<file path="src/duart_map.svh">
// Purpose: register offsets, field positions, reset values and timing counts of the dual serial port block
// Assumes: 32-bit APB, one aligned word per register
// Notes: definitions only
`ifndef DUART_MAP_SVH
`define DUART_MAP_SVH
// ----------------------------------------
// register byte addresses
// ----------------------------------------
`define DU_OFS_CTRL0 12'h000
`define DU_OFS_CTRL1 12'h004
`define DU_OFS_TXD0 12'h008
`define DU_OFS_TXD1 12'h00C
`define DU_OFS_RXD0 12'h010
`define DU_OFS_RXD1 12'h014
`define DU_OFS_STAT 12'h018
`define DU_OFS_MASK 12'h01C
`define DU_OFS_TCON 12'h020
`define DU_OFS_TRL0 12'h024
`define DU_OFS_TRL1 12'h028
`define DU_OFS_TRL2 12'h02C
`define DU_OFS_TCNT0 12'h030
`define DU_OFS_TCNT1 12'h034
`define DU_OFS_TCNT2 12'h038
`define DU_OFS_CMP0 12'h03C
`define DU_OFS_CMP1 12'h040
`define DU_OFS_CMP2 12'h044
// ----------------------------------------
// port control fields: [1:0] mode, [2] rx enable, [3] rate source, [4] ninth tx bit
// ----------------------------------------
`define DU_CTRL_RXEN 2
`define DU_CTRL_SRC 3
`define DU_CTRL_TB8 4
// ----------------------------------------
// timer control fields, per timer n at base 4*n: run, external count, gate, down
// ----------------------------------------
`define DU_TCON_RUN 0
`define DU_TCON_EXT 1
`define DU_TCON_GATE 2
`define DU_TCON_DOWN 3
// ----------------------------------------
// status bits: per port p: tx done 2p, rx done 2p+1, frame err 4+p; timer n overflow 6+n
// ----------------------------------------
`define DU_ST_TX 0
`define DU_ST_RX 1
`define DU_ST_FE 4
`define DU_ST_OVF 6
`define DU_ST_W 9
// ----------------------------------------
// reset values and timing
// ----------------------------------------
`define DU_CTRL_RST 5'h05
`define DU_TCON_RST 12'h011
`define DU_CLK_HZ 125000000
`define DU_BAUD 4800
`define DU_OVS 16
// reload for 4800 bit/s with 16 overflows per bit: 65536 - 125e6/(16*4800)
`define DU_RELOAD_RST 16'hF9A4
`define DU_MODE2_DIV 32
`define DU_SAMPLE 7
`define DU_LAST_TICK 15
`endif

</file>
<file path="src/duart_pkg.sv">
// Purpose: types shared by the dual serial port block
// Assumes: nothing
// Notes: none
package duart_pkg;
  typedef enum logic [1:0] {
    DUART_MODE_RSVD = 2'h0,
    DUART_MODE_8BIT = 2'h1,
    DUART_MODE_9FIX = 2'h2,
    DUART_MODE_9VAR = 2'h3
  } duart_mode_e;
  typedef enum logic [1:0] {
    DUART_IDLE = 2'b00,
    DUART_START = 2'b01,
    DUART_DATA = 2'b11,
    DUART_STOP = 2'b10
  } duart_state_e;
endpackage : duart_pkg

</file>
<file path="src/duart_top.sv">
// Purpose: two serial ports with three 16-bit timers, timers 1 and 2 as bit-rate sources, APB registers
// Assumes: one clock, asynchronous active-low reset
// Notes: mode 0 codes are reserved and keep the port idle
// Operation
// - two ports, modes 1 to 3 only
// - mode 2 rate from fixed clock division
// - modes 1 and 3 use timer overflow
// - mode 1 frame: start, eight lsb-first, stop
// - mode 1 rate follows selected timer
// - port clock sixteen times bit rate
// - timer 1 to port zero, timer 2 to one
// - rate timers auto-reload sixteen bits on overflow
// - three 16-bit timers, third counts up/down
// - default rate 4800 bits per second on port zero; timer 2 is stopped at reset
// - timers measure, count, interrupt, drive waveforms
// - timer pins 0 to 2 feed timer count inputs, pin 3 unused
`timescale 1ns/100ps
`include "duart_map.svh"
module duart_top
  import duart_pkg::*;
(
  input wire logic sys_clk,
  input wire logic reset_n,
  input wire logic psel,
  input wire logic penable,
  input wire logic pwrite,
  input wire logic [11:0] paddr,
  input wire logic [31:0] pwdata,
  output logic [31:0] prdata,
  output logic pready,
  output logic pslverr,
  input wire logic [1:0] serialRxIn,
  output logic [1:0] serialTxOut,
  input wire logic [3:0] timerPinIn,
  output logic [2:0] timerWaveOut,
  output logic irq
);
  // ----------------------------------------
  // pin synchronisers
  // ----------------------------------------
  logic [5:0] syncA;
  logic [5:0] syncB;
  logic [3:0] pinPrev;
  always_ff @(posedge sys_clk or negedge reset_n) begin
    if (!reset_n) begin
      syncA <= 6'h3F;
      syncB <= 6'h3F;
      // low, but syncB resets high, so a pin already low at release still gives one falling edge
      pinPrev <= 4'h0;
    end else begin
      syncA <= {timerPinIn, serialRxIn};
      syncB <= syncA;
      pinPrev <= syncB[5:2];
    end
  end
  wire logic [1:0] rxLine = syncB[1:0];
  wire logic [3:0] pinLvl = syncB[5:2];
  // timer2_external_control_in is pin 2; falling edges count events
  wire logic [3:0] pinFall = pinPrev & ~pinLvl;

  // ----------------------------------------
  // registers
  // ----------------------------------------
  logic [4:0] portCtrl [2];
  logic [11:0] tcon;
  logic [15:0] reload [3];
  logic [15:0] tcnt [3];
  logic [15:0] cmp [3];
  logic [`DU_ST_W-1:0] stat;
  logic [`DU_ST_W-1:0] mask;
  logic [8:0] rxData [2];
  logic [`DU_ST_W-1:0] evt;
  logic [1:0] txLoad;
  logic [2:0] tcntWr;
  logic [2:0] ovf;
  wire logic wrEn = psel & penable & pwrite;

  function automatic logic hit(input logic [11:0] a, input logic [11:0] ofs);
    hit = (a == ofs);
  endfunction : hit

  function automatic logic known(input logic [11:0] a);
    known = (a <= `DU_OFS_CMP2) && (a[1:0] == 2'b00);
  endfunction : known

  // ----------------------------------------
  // register writes
  // ----------------------------------------
  always_ff @(posedge sys_clk or negedge reset_n) begin
    if (!reset_n) begin
      portCtrl[0] <= `DU_CTRL_RST;
      portCtrl[1] <= `DU_CTRL_RST;
      tcon <= `DU_TCON_RST;
      mask <= '0;
      for (int i = 0; i < 3; i++) begin
        reload[i] <= `DU_RELOAD_RST;
        cmp[i] <= 16'h0000;
      end
    end else if (wrEn) begin
      if (hit(paddr, `DU_OFS_CTRL0)) portCtrl[0] <= pwdata[4:0];
      if (hit(paddr, `DU_OFS_CTRL1)) portCtrl[1] <= pwdata[4:0];
      if (hit(paddr, `DU_OFS_TCON)) tcon <= pwdata[11:0];
      if (hit(paddr, `DU_OFS_MASK)) mask <= pwdata[`DU_ST_W-1:0];
      if (hit(paddr, `DU_OFS_TRL0)) reload[0] <= pwdata[15:0];
      if (hit(paddr, `DU_OFS_TRL1)) reload[1] <= pwdata[15:0];
      if (hit(paddr, `DU_OFS_TRL2)) reload[2] <= pwdata[15:0];
      if (hit(paddr, `DU_OFS_CMP0)) cmp[0] <= pwdata[15:0];
      if (hit(paddr, `DU_OFS_CMP1)) cmp[1] <= pwdata[15:0];
      if (hit(paddr, `DU_OFS_CMP2)) cmp[2] <= pwdata[15:0];
    end
  end
  assign txLoad = {wrEn & hit(paddr, `DU_OFS_TXD1), wrEn & hit(paddr, `DU_OFS_TXD0)};
  assign tcntWr = {wrEn & hit(paddr, `DU_OFS_TCNT2), wrEn & hit(paddr, `DU_OFS_TCNT1),
                   wrEn & hit(paddr, `DU_OFS_TCNT0)};

  // ----------------------------------------
  // status and interrupt
  // ----------------------------------------
  // sticky status: a new event wins over a write-one clear in the same cycle
  always_ff @(posedge sys_clk or negedge reset_n) begin
    if (!reset_n) begin
      stat <= '0;
    end else begin
      stat <= (stat & ~((wrEn && hit(paddr, `DU_OFS_STAT)) ? pwdata[`DU_ST_W-1:0] : '0)) | evt;
    end
  end

  always_ff @(posedge sys_clk or negedge reset_n) begin
    if (!reset_n) begin
      irq <= 1'b0;
    end else begin
      irq <= |(stat & mask);
    end
  end

  // ----------------------------------------
  // bus read path
  // ----------------------------------------
  // single-cycle access phase: pready always high, unmapped reads zero with pslverr
  always_ff @(posedge sys_clk or negedge reset_n) begin
    if (!reset_n) begin
      prdata <= 32'h0000_0000;
      pready <= 1'b0;
      pslverr <= 1'b0;
    end else begin
      pready <= 1'b1;
      pslverr <= psel & ~penable & ~known(paddr);
      prdata <= 32'h0000_0000;
      if (psel & ~penable & ~pwrite) begin
        case (paddr)
          `DU_OFS_CTRL0: prdata <= {27'h0, portCtrl[0]};
          `DU_OFS_CTRL1: prdata <= {27'h0, portCtrl[1]};
          `DU_OFS_RXD0: prdata <= {23'h0, rxData[0]};
          `DU_OFS_RXD1: prdata <= {23'h0, rxData[1]};
          `DU_OFS_STAT: prdata <= {23'h0, stat};
          `DU_OFS_MASK: prdata <= {23'h0, mask};
          `DU_OFS_TCON: prdata <= {20'h0, tcon};
          `DU_OFS_TRL0: prdata <= {16'h0, reload[0]};
          `DU_OFS_TRL1: prdata <= {16'h0, reload[1]};
          `DU_OFS_TRL2: prdata <= {16'h0, reload[2]};
          `DU_OFS_TCNT0: prdata <= {16'h0, tcnt[0]};
          `DU_OFS_TCNT1: prdata <= {16'h0, tcnt[1]};
          `DU_OFS_TCNT2: prdata <= {16'h0, tcnt[2]};
          `DU_OFS_CMP0: prdata <= {16'h0, cmp[0]};
          `DU_OFS_CMP1: prdata <= {16'h0, cmp[1]};
          `DU_OFS_CMP2: prdata <= {16'h0, cmp[2]};
          default: prdata <= 32'h0000_0000;
        endcase
      end
    end
  end

  // ----------------------------------------
  // timers
  // ----------------------------------------
  // one ordinary reload counter shape for all three; only timer 2 honours the down bit
  for (genvar n = 0; n < 3; n++) begin : gTimer
    wire logic run = tcon[4*n+`DU_TCON_RUN];
    wire logic ext = tcon[4*n+`DU_TCON_EXT];
    wire logic gate = tcon[4*n+`DU_TCON_GATE];
    wire logic down = (n == 2) && tcon[4*n+`DU_TCON_DOWN];
    // gate lets a pin level measure pulse width; ext counts pin edges
    wire logic tick = run & (~gate | pinLvl[n]) & (ext ? pinFall[n] : 1'b1);
    wire logic wrap = tick & (down ? (tcnt[n] == reload[n]) : (tcnt[n] == 16'hFFFF));
    always_ff @(posedge sys_clk or negedge reset_n) begin
      if (!reset_n) begin
        tcnt[n] <= 16'h0000;
        ovf[n] <= 1'b0;
        evt[`DU_ST_OVF+n] <= 1'b0;
        timerWaveOut[n] <= 1'b0;
      end else begin
        ovf[n] <= wrap;
        evt[`DU_ST_OVF+n] <= wrap;
        timerWaveOut[n] <= (tcnt[n] >= cmp[n]);
        if (tcntWr[n]) begin
          tcnt[n] <= pwdata[15:0];
        end else if (wrap) begin
          tcnt[n] <= down ? 16'hFFFF : reload[n];
        end else if (tick) begin
          tcnt[n] <= down ? tcnt[n] - 16'h0001 : tcnt[n] + 16'h0001;
        end
      end
    end
  end

  // ----------------------------------------
  // serial ports
  // ----------------------------------------
  // mode 2 divider free-runs, so the start bit may be up to one tick short
  logic [4:0] fixDiv;
  always_ff @(posedge sys_clk or negedge reset_n) begin
    if (!reset_n) begin
      fixDiv <= 5'h00;
    end else begin
      fixDiv <= fixDiv + 5'h01;
    end
  end
  wire logic fixTick = (fixDiv == 5'(`DU_MODE2_DIV - 1));

  for (genvar p = 0; p < 2; p++) begin : gPort
    duart_mode_e mode;
    assign mode = duart_mode_e'(portCtrl[p][1:0]);
    wire logic live = (mode != DUART_MODE_RSVD);
    // default source: timer 1 for port zero, timer 2 for port one; src bit swaps to the other
    wire logic srcT = portCtrl[p][`DU_CTRL_SRC] ? ovf[2-p] : ovf[p+1];
    wire logic ovs = (mode == DUART_MODE_9FIX) ? fixTick : srcT;
    wire logic nine = (mode != DUART_MODE_8BIT);
    wire logic [3:0] nbits = nine ? 4'd9 : 4'd8;

    // ----------------------------------------
    // transmitter
    // ----------------------------------------
    duart_state_e txSt;
    logic [3:0] txPh;
    logic [3:0] txCnt;
    logic [8:0] txSh;
    always_ff @(posedge sys_clk or negedge reset_n) begin
      if (!reset_n) begin
        txSt <= DUART_IDLE;
        txPh <= 4'h0;
        txCnt <= 4'h0;
        txSh <= 9'h000;
        serialTxOut[p] <= 1'b1;
        evt[`DU_ST_TX+2*p] <= 1'b0;
      end else begin
        evt[`DU_ST_TX+2*p] <= 1'b0;
        if (ovs && txSt != DUART_IDLE) txPh <= txPh + 4'h1;
        case (txSt)
          DUART_IDLE: begin
            serialTxOut[p] <= 1'b1;
            if (txLoad[p] && live) begin
              txSh <= {portCtrl[p][`DU_CTRL_TB8] & nine, pwdata[7:0]};
              txPh <= 4'h0;
              txCnt <= 4'h0;
              txSt <= DUART_START;
            end
          end
          DUART_START: begin
            serialTxOut[p] <= 1'b0;
            if (ovs && txPh == `DU_LAST_TICK) txSt <= DUART_DATA;
          end
          DUART_DATA: begin
            serialTxOut[p] <= txSh[0];
            if (ovs && txPh == `DU_LAST_TICK) begin
              txSh <= {1'b0, txSh[8:1]};
              txCnt <= txCnt + 4'h1;
              if (txCnt == nbits - 4'h1) txSt <= DUART_STOP;
            end
          end
          DUART_STOP: begin
            serialTxOut[p] <= 1'b1;
            if (ovs && txPh == `DU_LAST_TICK) begin
              txSt <= DUART_IDLE;
              evt[`DU_ST_TX+2*p] <= 1'b1;
            end
          end
          default: txSt <= DUART_IDLE;
        endcase
      end
    end

    // ----------------------------------------
    // receiver
    // ----------------------------------------
    // phase free-runs while idle; the start edge realigns it
    duart_state_e rxSt;
    logic [3:0] rxPh;
    logic [3:0] rxCnt;
    logic [8:0] rxSh;
    logic rxPrev;
    wire logic rxEn = live & portCtrl[p][`DU_CTRL_RXEN];
    wire logic mid = ovs && rxPh == `DU_SAMPLE;
    always_ff @(posedge sys_clk or negedge reset_n) begin
      if (!reset_n) begin
        rxSt <= DUART_IDLE;
        rxPh <= 4'h0;
        rxCnt <= 4'h0;
        rxSh <= 9'h000;
        rxPrev <= 1'b1;
        rxData[p] <= 9'h000;
        evt[`DU_ST_RX+2*p] <= 1'b0;
        evt[`DU_ST_FE+p] <= 1'b0;
      end else begin
        rxPrev <= rxLine[p];
        evt[`DU_ST_RX+2*p] <= 1'b0;
        evt[`DU_ST_FE+p] <= 1'b0;
        if (ovs) rxPh <= rxPh + 4'h1;
        case (rxSt)
          DUART_IDLE: begin
            if (rxEn && rxPrev && !rxLine[p]) begin
              rxPh <= 4'h0;
              rxCnt <= 4'h0;
              rxSt <= DUART_START;
            end
          end
          DUART_START: begin
            // a glitch shorter than half a bit is dropped
            if (mid) rxSt <= rxLine[p] ? DUART_IDLE : DUART_DATA;
          end
          DUART_DATA: begin
            if (mid) begin
              rxSh <= nine ? {rxLine[p], rxSh[8:1]} : {1'b0, rxLine[p], rxSh[7:1]};
              rxCnt <= rxCnt + 4'h1;
              if (rxCnt == nbits - 4'h1) rxSt <= DUART_STOP;
            end
          end
          DUART_STOP: begin
            if (mid) begin
              rxData[p] <= rxSh;
              evt[`DU_ST_RX+2*p] <= 1'b1;
              evt[`DU_ST_FE+p] <= ~rxLine[p];
              rxSt <= DUART_IDLE;
            end
          end
          default: rxSt <= DUART_IDLE;
        endcase
      end
    end
  end

endmodule : duart_top

</file>
<file path="config.mk">
export PLATFORM = sky130hd
export DESIGN_NAME = duart_top
export DESIGN_NICKNAME = d
export VERILOG_FILES = /design/src/duart_pkg.sv /design/src/duart_top.sv
export VERILOG_INCLUDE_DIRS = /design/src
export SDC_FILE = /design/constraint.sdc
export NUM_CORES = 1
export LEC_CHECK = 0
export BUFFER_PORTS_ARGS = -buffer_cell sky130_fd_sc_hd__buf_4
export CAP_MARGIN = 20
export CORE_ASPECT_RATIO = 0.7
export CORE_MARGIN = 2
export CORE_UTILIZATION = 30
export DETAILED_ROUTE_END_ITERATION = 8
export GPL_TIMING_DRIVEN = 0
export PLACE_DENSITY = 0.54
export RECOVER_POWER = 25
export SLEW_MARGIN = 20
export SYNTH_ARGS = -nofsm -noshare
export SYNTH_HDL_FRONTEND = slang
export SYNTH_SLANG_ARGS = --single-unit
</file>
<file path="constraint.sdc">
create_clock -name sys_clk -period 8.43 [get_ports sys_clk]
set_clock_uncertainty 0.05 [all_clocks]
set_input_delay 1.686 -clock sys_clk [delete_from_list [all_inputs] [get_ports sys_clk]]
set_output_delay 1.686 -clock sys_clk [all_outputs]
set_load 0.05 [all_outputs]
</file>
Word-level counts from Yosys, hierarchy flattened
Cells that the tools add are included.
{"block": "classes", "n_eq_ne": 66, "magnitude_cmp": 4, "n_addsub": 15, "n_bitwise": 40, "n_reduce_logical": 58, "mux": 96}
{"cell": "$pmux 16 s16", "count": 1}
{"cell": "$mux 16", "count": 11}
{"cell": "$eq 12x6->1 const B", "count": 8}
{"cell": "$mux 4", "count": 20}
{"cell": "$mux 9", "count": 7}
{"cell": "$add 16x1->16 const B", "count": 3}
{"cell": "$eq 12x5->1 const B", "count": 4}
{"cell": "$eq 16x16->1 const B", "count": 3}
{"cell": "$ge 16x16->1", "count": 3}
{"cell": "$mux 2", "count": 22}
{"cell": "$ne 2x2->1 const B", "count": 20}
{"cell": "$pmux 9 s2", "count": 2}
{"cell": "$add 4x1->4 const B", "count": 8}
{"cell": "$mux 32", "count": 1}
{"cell": "$pmux 2 s4", "count": 4}
{"cell": "$pmux 4 s2", "count": 4}
{"cell": "$reduce_and 2->1", "count": 14}
{"cell": "$eq 12x4->1 const B", "count": 2}
{"cell": "$eq 12x7->1 const B", "count": 2}
{"cell": "$and 1x1->1", "count": 23}
{"cell": "$mux 1", "count": 22}
{"cell": "$eq 2x2->1 const B", "count": 10}
{"cell": "$reduce_and 5->1", "count": 4}
{"cell": "$and 9x9->9", "count": 2}
{"cell": "other kinds (28)", "count": 79}
{"block": "totals", "elab_cells": 335, "regBits": 347, "inputBits": 55}

Logic depth before layout (Yosys ltp)
{"block": "depth", "depth_word": 7, "ltp_mapped": 10}

Worst setup path before layout
OpenSTA, ideal clock, no wires.
{"block": "synth_timing", "kind": "input -> register", "start": "input paddr[8]", "end": "register reload[38] in the netlist's numbering", "t_arrival_ns": 3.408, "cell_stages": 8, "required_ns": 8.255, "n_path_buf": 1, "path_slack_ns": 4.847, "path_cell_list": "nor3_1 > nand2_1 > nor2_4 > nand2_1 > nor2_1 > nand2_2 > buf_2 > mux2_2"}
{"block": "synth_between", "elab_chain_cells": 2}
{"element": "from (decl)", "line": "duart_top.sv:27", "rtl": "input wire logic [11:0] paddr,"}
{"element": "$eq 12x6->1", "line": "duart_top.sv:79", "rtl": "hit = (a == ofs);"}
{"element": "$reduce_and 2->1 (no source line)"}
{"element": "to (signal, indexed assignment)", "line": "duart_top.sv:96", "rtl": "reload[i] <= `DU_RELOAD_RST;"}
{"element": "to (decl)", "line": "duart_top.sv:66", "rtl": "logic [15:0] reload [3];"}
No other way between the ends.
A chain may end at the register's enable or synchronous reset.

==> out/qor.txt <==
outcome -> finished, violations left
failing checks -> capacitance limit, slew limit
Area Growth Syn to Fin -> 15.84%
Fin. Hold Viols -> 0
first-pass GRT wire length -> 98.79 mm
CP Launch Type -> input pin
FF-to-FF setup slack -> 4.91 ns
Total Power -> 3.578 mW
Die Y -> 210.3 um
synth warn -> 0
max cap viols -> 1
ys flop type -> dfrtp_1
io pins -> 95
PD cells -> 169.3 mW/mm2
core area -> 0.06006 mm2
crit path max fanout -> 82
hold path start -> syncA[3]
total setup buffers inserted after CTS -> 0
Largest delay share family, worst path -> buffers and inverters
Period minus WS final -> 5.585 ns
Max Slew Vio Count -> 81
drt first-iter violations -> 1733
most common cell after layout, fill and taps aside -> dfrtp_1
critical path type -> input pin to asynchronous set/reset pin
WL/cell -> 24.43 um
max incr delay on CP -> 3.29 ns
Worst R2R End -> tcnt[12]
Tightest Pin Transition -> 4.775 ns
Skew-Pair Late Insertion Delay -> 0.55 ns
slew margin rel. -> -2.183
vias in the first global route -> 14.59k
clk root buf -> clkbuf_16
final wirelength -> 66.75 mm
total negative slack -> 0 ns
ys async rst share -> 1.000
Critical-path top delay cell -> clkbuf_1
cts hold-fix bufs -> 0
EDFF count, synth -> 0
area of the mapped netlist -> 0.01825 mm2
Via-to-Cell Ratio -> 5.561
largest net degree at the start of global routing -> 100
# resized after CTS -> 0
sequential share of the synthesized area -> 0.4571
CP arrival -> 5.04 ns
Final setup viols -> 0
Vias -> 15.19k
Crit. End Element -> asynchronous set/reset pin
peak supply drop -> 0.0001142 V
reg2reg start -> tcon[11]
worst-case clock buffer depth -> 3
CTS buffer count -> 37
Yosys cell types -> 80
r2r worst-path depth -> 9
Leak -> 9.371 nW
fraction of layout cells with a size suffix above 1 -> 0.2098
Final Cycle Share -> 0.6625
initial antenna violation count -> 5
chip width -> 298.8 um
Cells after Synth -> 1782
WP buf/inv -> 1
Post-DP HPWL -> 50.26 mm
WHS Endpoint -> syncB[3]
commonest non-fill, non-tap cells in the layout -> 284 x dfrtp_1, 175 x mux2_2, 162 x nand2_1, 117 x nor2_1, 109 x o21ai_0
CP required -> 7.88 ns
Yosys reg bits -> 331
NumNets Final -> 2022
crit path cell chain -> clkbuf_1
hold_ws -> 0.2861 ns
H-tree depth -> 2
Initial Util -> 0.3038
FMAX -> 179.1 MHz
syn_area_per_cell -> 10.24 um2
routability congestion estimate -> 0.9492
Hold Crit Class -> flip-flop to flip-flop
clk slew on worst S/H paths -> 0.06 ns
CTS tree -> built
gr ovfl total -> 0
RSZ-0062 raised after global routing -> no
ANT nets after route -> 0
full die area -> 0.06285 mm2
DRC viols -> 0
# rows -> 75
CTS Sinks -> 331
port bufs -> 51
GRT Resource Usage Total -> 0.2102
Hold Path Stages -> 0
drt first pass iters -> 8
## registers in the layout, indices dropped and copies added, names as in the netlist, 9 cells and up
signal and cells:
cmp 48, gPort.rxSh 18, gPort.txSh 18, mask 9
prdata 16, reload 48, rxData 18, stat 9
tcnt 48, tcon 12
## final cells by class
type                            count  area [um2]
Timing Repair Buffer               56       478.0
Multi-Input combinational cell   1296        9260
Buffer                             99       473.0
Tap cell                          808        1011
Sequential cell                   331        8342
Antenna cell                        3       7.507
Inverter                           71       266.5
Clock buffer                       51        1091
Fill cell                        6023       38920
Clock inverter                     17       209.0
## worst max-delay path by stage
stage | from | to | slack, ns | cells past startpoint
2_1_floorplan | paddr[8] | reload[38] | 4.85 | 8
3_3_place_gp | reset_n | gPort[0].rxCnt[3] | 2.40 | 1
3_5_place_dp | paddr[8] | reload[41] | 3.16 | 9
4_1_cts | paddr[8] | reload[42] | 3.74 | 9
5_1_grt | reset_n | prdata[0] | 1.85 | 1
6_report | reset_n | gPort[1].rxCnt[2] | 2.85 | 1
## cells by family after synthesis
group	count (synthesis)	share of synthesized area
AOI/OAI and AO/OA	422	0.1511
xor gates and xnor gates	39	0.01872
adders and majority gates	75	0.05184
buffers and inverters	170	0.04052
DFF	331	0.4571
muxes	225	0.1417
other	2	0.0004116
and+or+nand+nor	518	0.1386
## stage by stage
| stage | instances | utilization | setup WS (ns) | instance area [um2] |
|---|---|---|---|---|
| finish | 2732 | 0.3520 | 2.845 | 21140 |
| CTS | 2728 | 0.3517 | 3.743 | 21120 |
| global route | 2729 | 0.3518 | 1.846 | 21130 |
| detailed placement | 2660 | 0.3300 | 3.163 | 19820 |
| floorplan | 1797 | - | 4.847 | 18300 |
| global placement | 2656 | 0.3280 | 2.403 | 19700 |
## synthesized netlist by cell type (13+ instances only)
cell | instances | area, um2
and3_1 | 26 | 162.7
a21oi_1 | 88 | 440.4
mux2_2 | 176 | 1982
xor2_1 | 27 | 236.5
nand2b_1 | 16 | 100.1
a31oi_1 | 29 | 181.4
ha_1 | 74 | 925.9
inv_1 | 67 | 251.5
o21ai_0 | 109 | 545.5
a221oi_1 | 13 | 113.9
buf_2 | 15 | 75.07
o31ai_1 | 21 | 157.7
buf_4 | 16 | 120.1
nor2_1 | 118 | 442.9
nand3_1 | 54 | 270.3
nand2_1 | 162 | 608.1
a21o_1 | 40 | 300.3
clkbuf_1 | 57 | 214.0
a222oi_1 | 14 | 140.1
dfstp_2 | 47 | 1235
nand4_1 | 18 | 112.6
mux2i_1 | 40 | 400.4
a22oi_1 | 24 | 180.2
dfrtp_1 | 284 | 7107
nor3_1 | 40 | 200.2
## power by group
group / internal, mW / total, mW / switching [mW]
logic: 0.0574 / 0.212 / 0.154
clock network: 1.04 / 1.75 / 0.711
registers: 1.60 / 1.62 / 0.0184
## per-layer routing
layer | GRT usage | part of all wire | up-vias
li1 | - | - | 6737
met1 | 0.3373 | 0.50 | 7675
met2 | 0.2801 | 0.39 | 692
met3 | 0.04865 | 0.095 | 88
met4 | 0.04276 | 0.017 | 2
met5 | 0 | 0.00019 | -
(Power assumes the default switching activity.)
